File: src/design/flow_sensor_cfg.svh
// Constants for the flow sensor command slice
`ifndef FLOW_SENSOR_CFG_SVH
`define FLOW_SENSOR_CFG_SVH

// ==========================================
// Bus addresses and commands
`define OWN_ADDR 7'h08
`define GC_ADDR 7'h00
`define SRST_BYTE 8'h06
`define CMD_START 16'h3608
`define CMD_STOP 16'h3ff9
`define CMD_SLEEP 16'h3677
`define CMD_ID1 16'h367c
`define CMD_ID2 16'he102

// ==========================================
// Read layout
`define ID_LAST_WORD 3'h5
`define MEAS_LAST_WORD 3'h2
`define CRC_PHASE 2'h2
`define FILL_BYTE 8'hff
`define FLAG_AIL_BIT 0
`define FLAG_HIGH_BIT 1
`define FLAG_SMOOTH_BIT 5
`define FLOW_MAX 16'h7530
`define FLOW_MIN 16'h8ad0

// ==========================================
// Checksum
`define CRC_POLY 8'h31
`define CRC_INIT 8'hff
`define CRC_XOR 8'h00

// ==========================================
// Timing
`define CLK_MHZ 100
`define STOP_TIME_US 500
`define RESET_TIME_US 25000

`endif

File: src/design/flow_sensor_pkg.sv
// Types and checksum function for the flow sensor command slice
`include "flow_sensor_cfg.svh"

package flow_sensor_pkg;

  // ==========================================
  // Types
  typedef enum logic [2:0] {
    ST_IDLE = 3'b000,
    ST_ADDR = 3'b001,
    ST_ADDR_ACK = 3'b010,
    ST_WR = 3'b011,
    ST_WR_ACK = 3'b100,
    ST_RD = 3'b101,
    ST_RD_ACK = 3'b110,
    ST_SKIP = 3'b111
  } i2c_state_t;

  typedef enum logic [1:0] {
    MODE_IDLE = 2'b00,
    MODE_MEAS = 2'b01,
    MODE_SLEEP = 2'b10
  } mode_t;

  typedef logic [21:0] busy_t;

  // ==========================================
  // CRC-8 over one word, msb first
  function automatic logic [7:0] crc8_word(input logic [15:0] word);
    logic [7:0] crc;
    crc = `CRC_INIT;
    for (int i = 15; i >= 0; i--) begin
      if (crc[7] ^ word[i]) begin
        crc = {crc[6:0], 1'b0} ^ `CRC_POLY;
      end else begin
        crc = {crc[6:0], 1'b0};
      end
    end
    return crc ^ `CRC_XOR;
  endfunction : crc8_word

endpackage : flow_sensor_pkg

File: src/design/flow_sensor_sleep_id_crc.sv
// I2C target command slice: sleep, identification, checksum, results
//
// How it works
// (RULE_01) Sleep command is taken only while idle, never during measurement.
// (RULE_02) Asleep, the general call reset is not acknowledged and does nothing.
// (RULE_03) Master enters sleep by writing 0x3677 after stopping measurement.
// (RULE_04) Own address with write bit wakes a sleeping device into idle.
// (RULE_05) The waking address byte is left unacknowledged.
// (RULE_06) Master polls the address until acknowledged, within 25 ms.
// (RULE_07) Identification needs write transfers 0x367C then 0xE102, separately.
// (RULE_08) Following read header returns six words, each with checksum.
// (RULE_09) Words go msb first: product number, then serial number.
// (RULE_10) Low byte of product number is revision; upper 24 bits product code.
// (RULE_11) Each checksum covers exactly the two preceding data bytes.
// (RULE_12) CRC-8 poly 0x31, preset 0xFF, no reflection, final XOR 0x00.
// (RULE_13) Flow is signed 16 bit, clamped to plus or minus 30000.
// (RULE_14) Host divides flow by 1200 to get ml/h.
// (RULE_15) Temperature is signed 16 bit; host divides by 200 for Celsius.
// (RULE_16) Stop 0x3FF9 returns to idle; busy up to 0.5 ms afterwards.
// (RULE_17) Master NACK then STOP ends a read; the data line is released.
// (RULE_18) Master rechecks each checksum and drops mismatched words.
`timescale 1ns/1ns

module flow_sensor_sleep_id_crc
  import flow_sensor_pkg::*;
#(
  parameter int STOP_CYCLES = `STOP_TIME_US * `CLK_MHZ,
  parameter int RESET_CYCLES = `RESET_TIME_US * `CLK_MHZ,
  parameter logic [23:0] PRODUCT_CODE = 24'h5a5a5a, // Arbitrary value
  parameter logic [7:0] REVISION = 8'h01, // Arbitrary value
  parameter logic [63:0] SERIAL = 64'h0123456789abcdef // Arbitrary value
) (
  input wire logic i_core_clk,
  input wire logic i_rst,
  input wire logic i_scl,
  input wire logic i_sda_in,
  output logic o_sda_out,
  output logic o_sda_oe,
  input wire logic i_meas_valid,
  output logic o_meas_ready,
  input wire logic [15:0] i_flow,
  input wire logic [15:0] i_temp,
  input wire logic i_air_in_line,
  input wire logic i_high_flow,
  input wire logic i_smoothing,
  output logic o_measuring,
  output logic o_asleep,
  output logic o_busy
);

  // ==========================================
  // Pin synchronisers and bus conditions
  logic scl_s1_reg, scl_s2_reg, scl_d_reg;
  logic sda_s1_reg, sda_s2_reg, sda_d_reg;
  logic scl_rise, scl_fall, start_det, stop_det;

  always_ff @(posedge i_core_clk) begin
    if (i_rst) begin
      scl_s1_reg <= 1'b1;
      scl_s2_reg <= 1'b1;
      scl_d_reg <= 1'b1;
      sda_s1_reg <= 1'b1;
      sda_s2_reg <= 1'b1;
      sda_d_reg <= 1'b1;
    end else begin
      scl_s1_reg <= i_scl;
      scl_s2_reg <= scl_s1_reg;
      scl_d_reg <= scl_s2_reg;
      sda_s1_reg <= i_sda_in;
      sda_s2_reg <= sda_s1_reg;
      sda_d_reg <= sda_s2_reg;
    end
  end

  assign scl_rise = scl_s2_reg && !scl_d_reg;
  assign scl_fall = !scl_s2_reg && scl_d_reg;
  assign start_det = scl_s2_reg && scl_d_reg && sda_d_reg && !sda_s2_reg;
  assign stop_det = scl_s2_reg && scl_d_reg && !sda_d_reg && sda_s2_reg;

  // ==========================================
  // Measurement buffer
  logic [15:0] flow_clamped;
  logic [15:0] flags_word;
  logic buf_valid;
  logic [47:0] buf_data;
  logic pop_reg;
  logic [47:0] meas_reg;

  always_comb begin
    flow_clamped = i_flow;
    if ($signed(i_flow) > $signed(`FLOW_MAX)) begin
      flow_clamped = `FLOW_MAX; // RULE_13
    end else if ($signed(i_flow) < $signed(`FLOW_MIN)) begin
      flow_clamped = `FLOW_MIN; // RULE_13
    end
    flags_word = 16'h0000;
    flags_word[`FLAG_AIL_BIT] = i_air_in_line;
    flags_word[`FLAG_HIGH_BIT] = i_high_flow;
    flags_word[`FLAG_SMOOTH_BIT] = i_smoothing;
  end

  word_buffer #(.WIDTH(48)) u_buf (
    .i_core_clk(i_core_clk),
    .i_rst(i_rst),
    .i_in_valid(i_meas_valid),
    .o_in_ready(o_meas_ready),
    .i_in_data({flow_clamped, i_temp, flags_word}),
    .o_out_valid(buf_valid),
    .i_out_ready(pop_reg),
    .o_out_data(buf_data)
  );

  // ==========================================
  // Address and command decode
  i2c_state_t state_reg;
  mode_t mode_reg;
  logic [3:0] bit_cnt_reg;
  logic [7:0] shift_reg, tx_reg, cmd_hi_reg;
  logic [1:0] byte_cnt_reg, rd_phase_reg;
  logic [2:0] rd_word_reg;
  logic gc_reg, rw_reg, src_id_reg, id_armed_reg, id_ready_reg;
  busy_t busy_cnt_reg;
  logic busy, addr_done, own_w, own_r, gc_w, rd_ok, accept, wake_evt;
  logic byte_done, cmd_evt, srst_evt;
  logic [15:0] cmd;

  assign busy = (busy_cnt_reg != '0);
  assign addr_done = (state_reg == ST_ADDR) && scl_fall && (bit_cnt_reg == 4'h8);
  assign own_w = (shift_reg[7:1] == `OWN_ADDR) && !shift_reg[0];
  assign own_r = (shift_reg[7:1] == `OWN_ADDR) && shift_reg[0];
  assign gc_w = (shift_reg[7:1] == `GC_ADDR) && !shift_reg[0];
  assign rd_ok = own_r && (((mode_reg == MODE_MEAS) && buf_valid) ||
                           ((mode_reg == MODE_IDLE) && id_ready_reg)); // RULE_08
  assign accept = addr_done && !busy && (mode_reg != MODE_SLEEP) &&
                  (own_w || gc_w || rd_ok); // RULE_02 RULE_05
  assign wake_evt = addr_done && !busy && (mode_reg == MODE_SLEEP) && own_w; // RULE_04
  assign byte_done = (state_reg == ST_WR) && scl_fall && (bit_cnt_reg == 4'h8);
  assign cmd = {cmd_hi_reg, shift_reg};
  assign cmd_evt = byte_done && !gc_reg && (byte_cnt_reg == 2'h1);
  assign srst_evt = byte_done && gc_reg && (byte_cnt_reg == 2'h0) && (shift_reg == `SRST_BYTE);

  // ==========================================
  // Read byte source
  logic [15:0] rd_word;
  logic [7:0] rd_byte;
  logic [31:0] product_num;

  assign product_num = {PRODUCT_CODE, REVISION}; // RULE_10

  always_comb begin
    rd_word = 16'h0000;
    if (src_id_reg) begin
      case (rd_word_reg) // RULE_09
        3'h0: rd_word = product_num[31:16];
        3'h1: rd_word = product_num[15:0];
        3'h2: rd_word = SERIAL[63:48];
        3'h3: rd_word = SERIAL[47:32];
        3'h4: rd_word = SERIAL[31:16];
        3'h5: rd_word = SERIAL[15:0];
        default: rd_word = 16'h0000;
      endcase
    end else begin
      case (rd_word_reg)
        3'h0: rd_word = meas_reg[47:32];
        3'h1: rd_word = meas_reg[31:16];
        3'h2: rd_word = meas_reg[15:0];
        default: rd_word = 16'h0000;
      endcase
    end
    case (rd_phase_reg)
      2'h0: rd_byte = rd_word[15:8];
      2'h1: rd_byte = rd_word[7:0];
      default: rd_byte = crc8_word(rd_word); // RULE_11 RULE_12
    endcase
    if (rd_word_reg > (src_id_reg ? `ID_LAST_WORD : `MEAS_LAST_WORD)) begin
      rd_byte = `FILL_BYTE;
    end
  end

  // ==========================================
  // Bus state machine
  always_ff @(posedge i_core_clk) begin
    if (i_rst) begin
      state_reg <= ST_IDLE;
      o_sda_oe <= 1'b0;
      bit_cnt_reg <= 4'h0;
      shift_reg <= 8'h00;
      tx_reg <= 8'h00;
      cmd_hi_reg <= 8'h00;
      byte_cnt_reg <= 2'h0;
      rd_word_reg <= 3'h0;
      rd_phase_reg <= 2'h0;
      gc_reg <= 1'b0;
      rw_reg <= 1'b0;
      src_id_reg <= 1'b0;
    end else if (start_det) begin
      state_reg <= ST_ADDR;
      bit_cnt_reg <= 4'h0;
      o_sda_oe <= 1'b0;
    end else if (stop_det) begin
      state_reg <= ST_IDLE;
      o_sda_oe <= 1'b0; // RULE_17
    end else begin
      case (state_reg)
        ST_ADDR, ST_WR: begin
          if (scl_rise) begin
            shift_reg <= {shift_reg[6:0], sda_s2_reg};
            bit_cnt_reg <= bit_cnt_reg + 4'h1;
          end else if (addr_done) begin
            bit_cnt_reg <= 4'h0;
            state_reg <= accept ? ST_ADDR_ACK : ST_SKIP; // RULE_05
            o_sda_oe <= accept;
            rw_reg <= shift_reg[0];
            gc_reg <= gc_w;
            byte_cnt_reg <= 2'h0;
            rd_word_reg <= 3'h0;
            rd_phase_reg <= 2'h0;
            src_id_reg <= (mode_reg == MODE_IDLE);
          end else if (byte_done) begin
            bit_cnt_reg <= 4'h0;
            state_reg <= ST_WR_ACK;
            o_sda_oe <= (byte_cnt_reg != 2'h2);
            if (byte_cnt_reg == 2'h0) begin
              cmd_hi_reg <= shift_reg;
            end
            if (byte_cnt_reg != 2'h2) begin
              byte_cnt_reg <= byte_cnt_reg + 2'h1;
            end
          end
        end
        ST_ADDR_ACK, ST_RD_ACK: begin
          if (state_reg == ST_RD_ACK && scl_rise) begin
            if (sda_s2_reg) begin
              state_reg <= ST_SKIP; // RULE_17
            end else if (rd_phase_reg == `CRC_PHASE) begin
              rd_phase_reg <= 2'h0;
              if (rd_word_reg != 3'h7) begin
                rd_word_reg <= rd_word_reg + 3'h1;
              end
            end else begin
              rd_phase_reg <= rd_phase_reg + 2'h1;
            end
          end else if (scl_fall) begin
            bit_cnt_reg <= 4'h0;
            if (rw_reg) begin
              state_reg <= ST_RD;
              tx_reg <= rd_byte;
              o_sda_oe <= !rd_byte[7];
            end else begin
              state_reg <= ST_WR;
              o_sda_oe <= 1'b0;
            end
          end
        end
        ST_WR_ACK: begin
          if (scl_fall) begin
            o_sda_oe <= 1'b0;
            state_reg <= ST_WR;
          end
        end
        ST_RD: begin
          if (scl_fall) begin
            if (bit_cnt_reg == 4'h7) begin
              o_sda_oe <= 1'b0;
              state_reg <= ST_RD_ACK;
            end else begin
              bit_cnt_reg <= bit_cnt_reg + 4'h1;
              tx_reg <= {tx_reg[6:0], 1'b0};
              o_sda_oe <= !tx_reg[6];
            end
          end
        end
        ST_SKIP: o_sda_oe <= 1'b0;
        default: state_reg <= ST_IDLE;
      endcase
    end
  end

  // ==========================================
  // Operating mode
  always_ff @(posedge i_core_clk) begin
    if (i_rst) begin
      mode_reg <= MODE_IDLE;
      id_armed_reg <= 1'b0;
      id_ready_reg <= 1'b0;
    end else if (srst_evt) begin
      mode_reg <= MODE_IDLE;
      id_armed_reg <= 1'b0;
      id_ready_reg <= 1'b0;
    end else if (wake_evt) begin
      mode_reg <= MODE_IDLE; // RULE_04
    end else if (cmd_evt) begin
      if (mode_reg == MODE_MEAS) begin
        if (cmd == `CMD_STOP) begin
          mode_reg <= MODE_IDLE; // RULE_16
        end
      end else begin
        id_armed_reg <= (cmd == `CMD_ID1); // RULE_07
        id_ready_reg <= (cmd == `CMD_ID2) && id_armed_reg; // RULE_07
        if (cmd == `CMD_START) begin
          mode_reg <= MODE_MEAS;
        end else if (cmd == `CMD_SLEEP) begin
          mode_reg <= MODE_SLEEP; // RULE_01
        end
      end
    end
  end

  // ==========================================
  // Busy timer
  always_ff @(posedge i_core_clk) begin
    if (i_rst) begin
      busy_cnt_reg <= '0;
    end else if (srst_evt) begin
      busy_cnt_reg <= busy_t'(RESET_CYCLES);
    end else if (cmd_evt && (mode_reg == MODE_MEAS) && (cmd == `CMD_STOP)) begin
      busy_cnt_reg <= busy_t'(STOP_CYCLES); // RULE_16
    end else if (busy) begin
      busy_cnt_reg <= busy_cnt_reg - busy_t'(1);
    end
  end

  // ==========================================
  // Result latch
  always_ff @(posedge i_core_clk) begin
    if (i_rst) begin
      pop_reg <= 1'b0;
      meas_reg <= '0;
    end else begin
      pop_reg <= accept && own_r && (mode_reg == MODE_MEAS);
      if (pop_reg) begin
        meas_reg <= buf_data; // RULE_15
      end
    end
  end

  assign o_sda_out = 1'b0;
  assign o_measuring = (mode_reg == MODE_MEAS);
  assign o_asleep = (mode_reg == MODE_SLEEP);
  assign o_busy = busy;

endmodule : flow_sensor_sleep_id_crc

File: src/design/word_buffer.sv
// Two-entry buffer with valid and ready on both sides
`timescale 1ns/1ns

module word_buffer #(
  parameter int WIDTH = 48
) (
  input wire logic i_core_clk,
  input wire logic i_rst,
  input wire logic i_in_valid,
  output logic o_in_ready,
  input wire logic [WIDTH-1:0] i_in_data,
  output logic o_out_valid,
  input wire logic i_out_ready,
  output logic [WIDTH-1:0] o_out_data
);

  logic [WIDTH-1:0] data0_reg;
  logic [WIDTH-1:0] data1_reg;
  logic [1:0] count_reg;
  logic push;
  logic pop;

  assign o_in_ready = (count_reg != 2'h2);
  assign o_out_valid = (count_reg != 2'h0);
  assign o_out_data = data0_reg;
  assign push = i_in_valid && o_in_ready;
  assign pop = i_out_ready && o_out_valid;

  always_ff @(posedge i_core_clk) begin
    if (i_rst) begin
      count_reg <= 2'h0;
    end else if (push && !pop) begin
      count_reg <= count_reg + 2'h1;
    end else if (pop && !push) begin
      count_reg <= count_reg - 2'h1;
    end
  end

  always_ff @(posedge i_core_clk) begin
    if (i_rst) begin
      data0_reg <= '0;
      data1_reg <= '0;
    end else if (push && !pop) begin
      if (count_reg == 2'h0) begin
        data0_reg <= i_in_data;
      end else begin
        data1_reg <= i_in_data;
      end
    end else if (pop && !push) begin
      data0_reg <= data1_reg;
    end else if (pop && push) begin
      if (count_reg == 2'h1) begin
        data0_reg <= i_in_data;
      end else begin
        data0_reg <= data1_reg;
        data1_reg <= i_in_data;
      end
    end
  end

endmodule : word_buffer

File: config.mk
export PLATFORM = sky130hd
export DESIGN_NAME = flow_sensor_sleep_id_crc
export DESIGN_NICKNAME = d
export VERILOG_FILES = /design/src/design/flow_sensor_pkg.sv /design/src/design/flow_sensor_sleep_id_crc.sv /design/src/design/word_buffer.sv
export VERILOG_INCLUDE_DIRS = /design/src /design/src/design
export SDC_FILE = /design/constraint.sdc
export NUM_CORES = 1
export LEC_CHECK = 0
export ABC_AREA = 0
export BUFFER_PORTS_ARGS = -buffer_cell sky130_fd_sc_hd__clkbuf_2
export CAP_MARGIN = 20
export CORE_MARGIN = 2
export CORE_UTILIZATION = 26
export DETAILED_ROUTE_END_ITERATION = 10
export GPL_TIMING_DRIVEN = 0
export PLACE_DENSITY = 0.46
export SLEW_MARGIN = 15
export SYNTH_ARGS = -nofsm -noshare
export SYNTH_HDL_FRONTEND = slang
export SYNTH_SLANG_ARGS = --single-unit
File: constraint.sdc
create_clock -name i_core_clk -period 3.7 [get_ports i_core_clk]
set_input_delay 0.37 -clock i_core_clk [delete_from_list [all_inputs] [get_ports i_core_clk]]
set_output_delay 0.37 -clock i_core_clk [all_outputs]
set_load 0.02 [all_outputs]
==> out/results.tsv <==
metric	value	unit
numClockSinks	181	
switching_power	1.82	mW
fillers	3781	
netlist_instances	1134	
arrival	3.68	ns
clk_pin_slew	0.08	ns
drt_iter0_drc	421	
reg2reg_from	rd_word_reg[1]$_SDFFE_PP0P_	
post-route-period-util	89.3	%
post-dp-hpwl	20300	µm
finalSetupViolations	0	
gr-total-overflow	0	
synth_flop_cell	dfxtp_1	
postSynth.asyncResetShare	0	%
synth.largest_area_cell	dfxtp_1	
min_to	scl_s1_reg$_SDFF_PP1_	
ys_top_cells_by_area	dfxtp_1 (39%), nor2_1 (6.9%), nand2_1 (5.9%), mux2i_1 (5.5%), a21oi_1 (5.0%)	
cp-start-kind	register	
switching_share	33.1	%
place_ws	0.415	ns
skew	0.0170	ns
synth_commonest_cells	dfxtp_1 (181), nor2_1 (171), nand2_1 (147)	
rsz0062_at_grt	false	
antenna_cells	0	
internal-power	3.67	mW
grt_pass1_wl	43300	µm
met1_usage	19.4	%
finalMaxSlewViolations	0	
wl_per_cell	16.1	µm
yosys.area.top_type_share	38.7	%
ys_ff_latch	181	
ys_warn_count	0	
leakage	3.85	nW
crit_path_end_kind	register	
path_class	reg -> reg	
required	4.07	ns
seq_area_frac_synth	38.7	%
avgSynthCellArea	8.26	µm²
cts_made_buffers	17	
cts_tree	built	
antenna_found_initial	0	
die_area	0.0375	mm²
seqPwrFrac	42.8	%
placeableCoreArea	0.0355	mm²
hold_path_depth	2	
die_w	194	µm
vias	7975	
grt.busiest_layer	met2	
syn_area	0.00936	mm²
syn_nets	1200	
placed_area	0.0102	mm²
wl	26900	µm
tns	0	ns
global_route.usage.met3	2.42	%
grt_pass1_vias	7692	
cts_resized	0	
multi_input_area	0.00531	mm²
synth_edf_count	0	
drc	0	
p_clk_share	32.6	%
final_nets	1262	
final_antenna_net_count	0	
reg2reg_setup_slack	0.39	ns
fmax	0.303	GHz
status	finished, final reports clean	
max-vdd-ir-drop	360	µV
io-pin-count	46	
numPortBuffers	43	
htree_levels	4	
reg2regPathDepth	11	
grt_max_degree	17	
track_usage	14.5	%
synth.most_common_cell	dfxtp_1	
finalHoldWorstSlack	0.131	ns
period_minus_slack	3.31	ns
holdCritPathClass	in -> reg	
grt.met2_usage	24.0	%
p_comb_share	24.6	%
power_density	512	mW/mm²
finalHoldViolations	0	
insertion_delay	0.45	ns
postCtsSetupBuffers	0	
route.detailed.vias_per_inst	4.78	
hold_buffers	0	
start_util	26.4	%
path_max_fanout	10	
cts_root_buf	clkbuf_16	
yosys.cell_types.count	79	
die-height	194	µm
worstMarginPinSlew	0.926	ns
min_from	i_scl	
cap_violations	0	
relSlewSlack	38.2	%
timing.final.ws_setup	0.394	ns
regArea	0.00362	mm²
clk_path_buf_depth	2	
syn_to_final_growth	14.5	%
finalInstanceArea	0.0107	mm²
rr_endpoint	o_sda_oe$_SDFFE_PP0P_	
finalPower	5.49	mW
row_count	69	
first_pass_iters	5	
place_congestion	0.848	
drive_above_1_share	9.76	%
logic make-up (layout without fill, tap and decap cells):
kind of cell	after synthesis	count (layout)	synth area share, %
AO/OA/AOI/OAI	262	262	19.2
XOR/XNOR	55	55	6.29
adder cells (fa/ha/maj)	26	26	3.47
buffers and inverters	101	176	4.54
flip-flops	181	181	38.7
multiplexers	52	52	5.57
other	1	1	0.0401
AND/OR/NAND/NOR	456	456	22.1
critical path: stages (launching register included):
cell and delay [ns]:
dfxtp_1 0.44, inv_1 0.18, ha_1 0.27, buf_6 0.16
a222oi_1 0.50, nor3_2 0.11, xnor3_2 0.27, xnor3_1 0.47
xor2_1 0.19, a2111oi_2 0.36, nor2_1 0.11, a311oi_2 0.18
per-layer routing:
| layer | wire length [µm] | share of wire, % | vias up |
|---|---|---|---|
| met5 | 0 | 0 | - |
| met4 | 371 | 1.4 | 0 |
| met3 | 851 | 3.2 | 22 |
| met2 | 12500 | 47 | 123 |
| met1 | 13100 | 49 | 3720 |
| li1 | - | - | 4110 |
power groups by stage:
stage               Combinational [mW]  Sequential, mW  Clock, mW
detailed placement                1.36            2.39          0
finish                            1.35            2.35       1.79
global route                      1.55            2.38       1.92
CTS                               1.37            2.35       1.85
global placement                  1.35            2.39          0
floorplan                         1.04            2.34          0
worst max path at each step:
stage	endpoint	depth (start not counted)	start	slack [ns]
after floorplan	o_sda_oe$_SDFFE_PP0P_	11	rd_word_reg[1]$_SDFFE_PP0P_	0.86
final	o_sda_oe$_SDFFE_PP0P_	11	rd_word_reg[1]$_SDFFE_PP0P_	0.39
after detailed placement	u_buf.o_out_data[24]$_SDFFE_PP0P_	9	pop_reg$_SDFF_PP0_	0.42
after global routing	u_buf.o_out_data[27]$_SDFFE_PP0P_	9	pop_reg$_SDFF_PP0_	0.09
after global placement	o_sda_oe$_SDFFE_PP0P_	11	rd_word_reg[1]$_SDFFE_PP0P_	0.41
after CTS	u_buf.o_out_data[24]$_SDFFE_PP0P_	9	pop_reg$_SDFF_PP0_	0.38
cell type report:
type,count,share of cell area [%]
buffer,73,2.99
sequential,181,33.8
multi-input combinational,852,49.6
inverter,28,0.981
clock inverter,11,0.946
clock buffer,21,4.30
tap,461,5.38
timing repair buffer,43,2.01
stage by stage:
step / cells / util, %
6_report: 1670 / 30.2
5_1_grt: 1670 / 30.2
4_1_cts: 1670 / 30.2
3_5_place_dp: 1638 / 28.6
3_3_place_gp: 1638 / 28.6
2_1_floorplan: 1134 / -
placed cells by master, fill, tap and decap left out, types with 26 or more instances in the layout:
master,count
nor2_1,171
clkbuf_2,43
a21oi_1,93
ha_1,26
o21ai_0,30
mux2i_1,51
a311oi_1,30
inv_1,28
clkbuf_1,58
nand2_1,147
dfxtp_1,181
No activity file was read; power rests on OpenSTA's default activity.
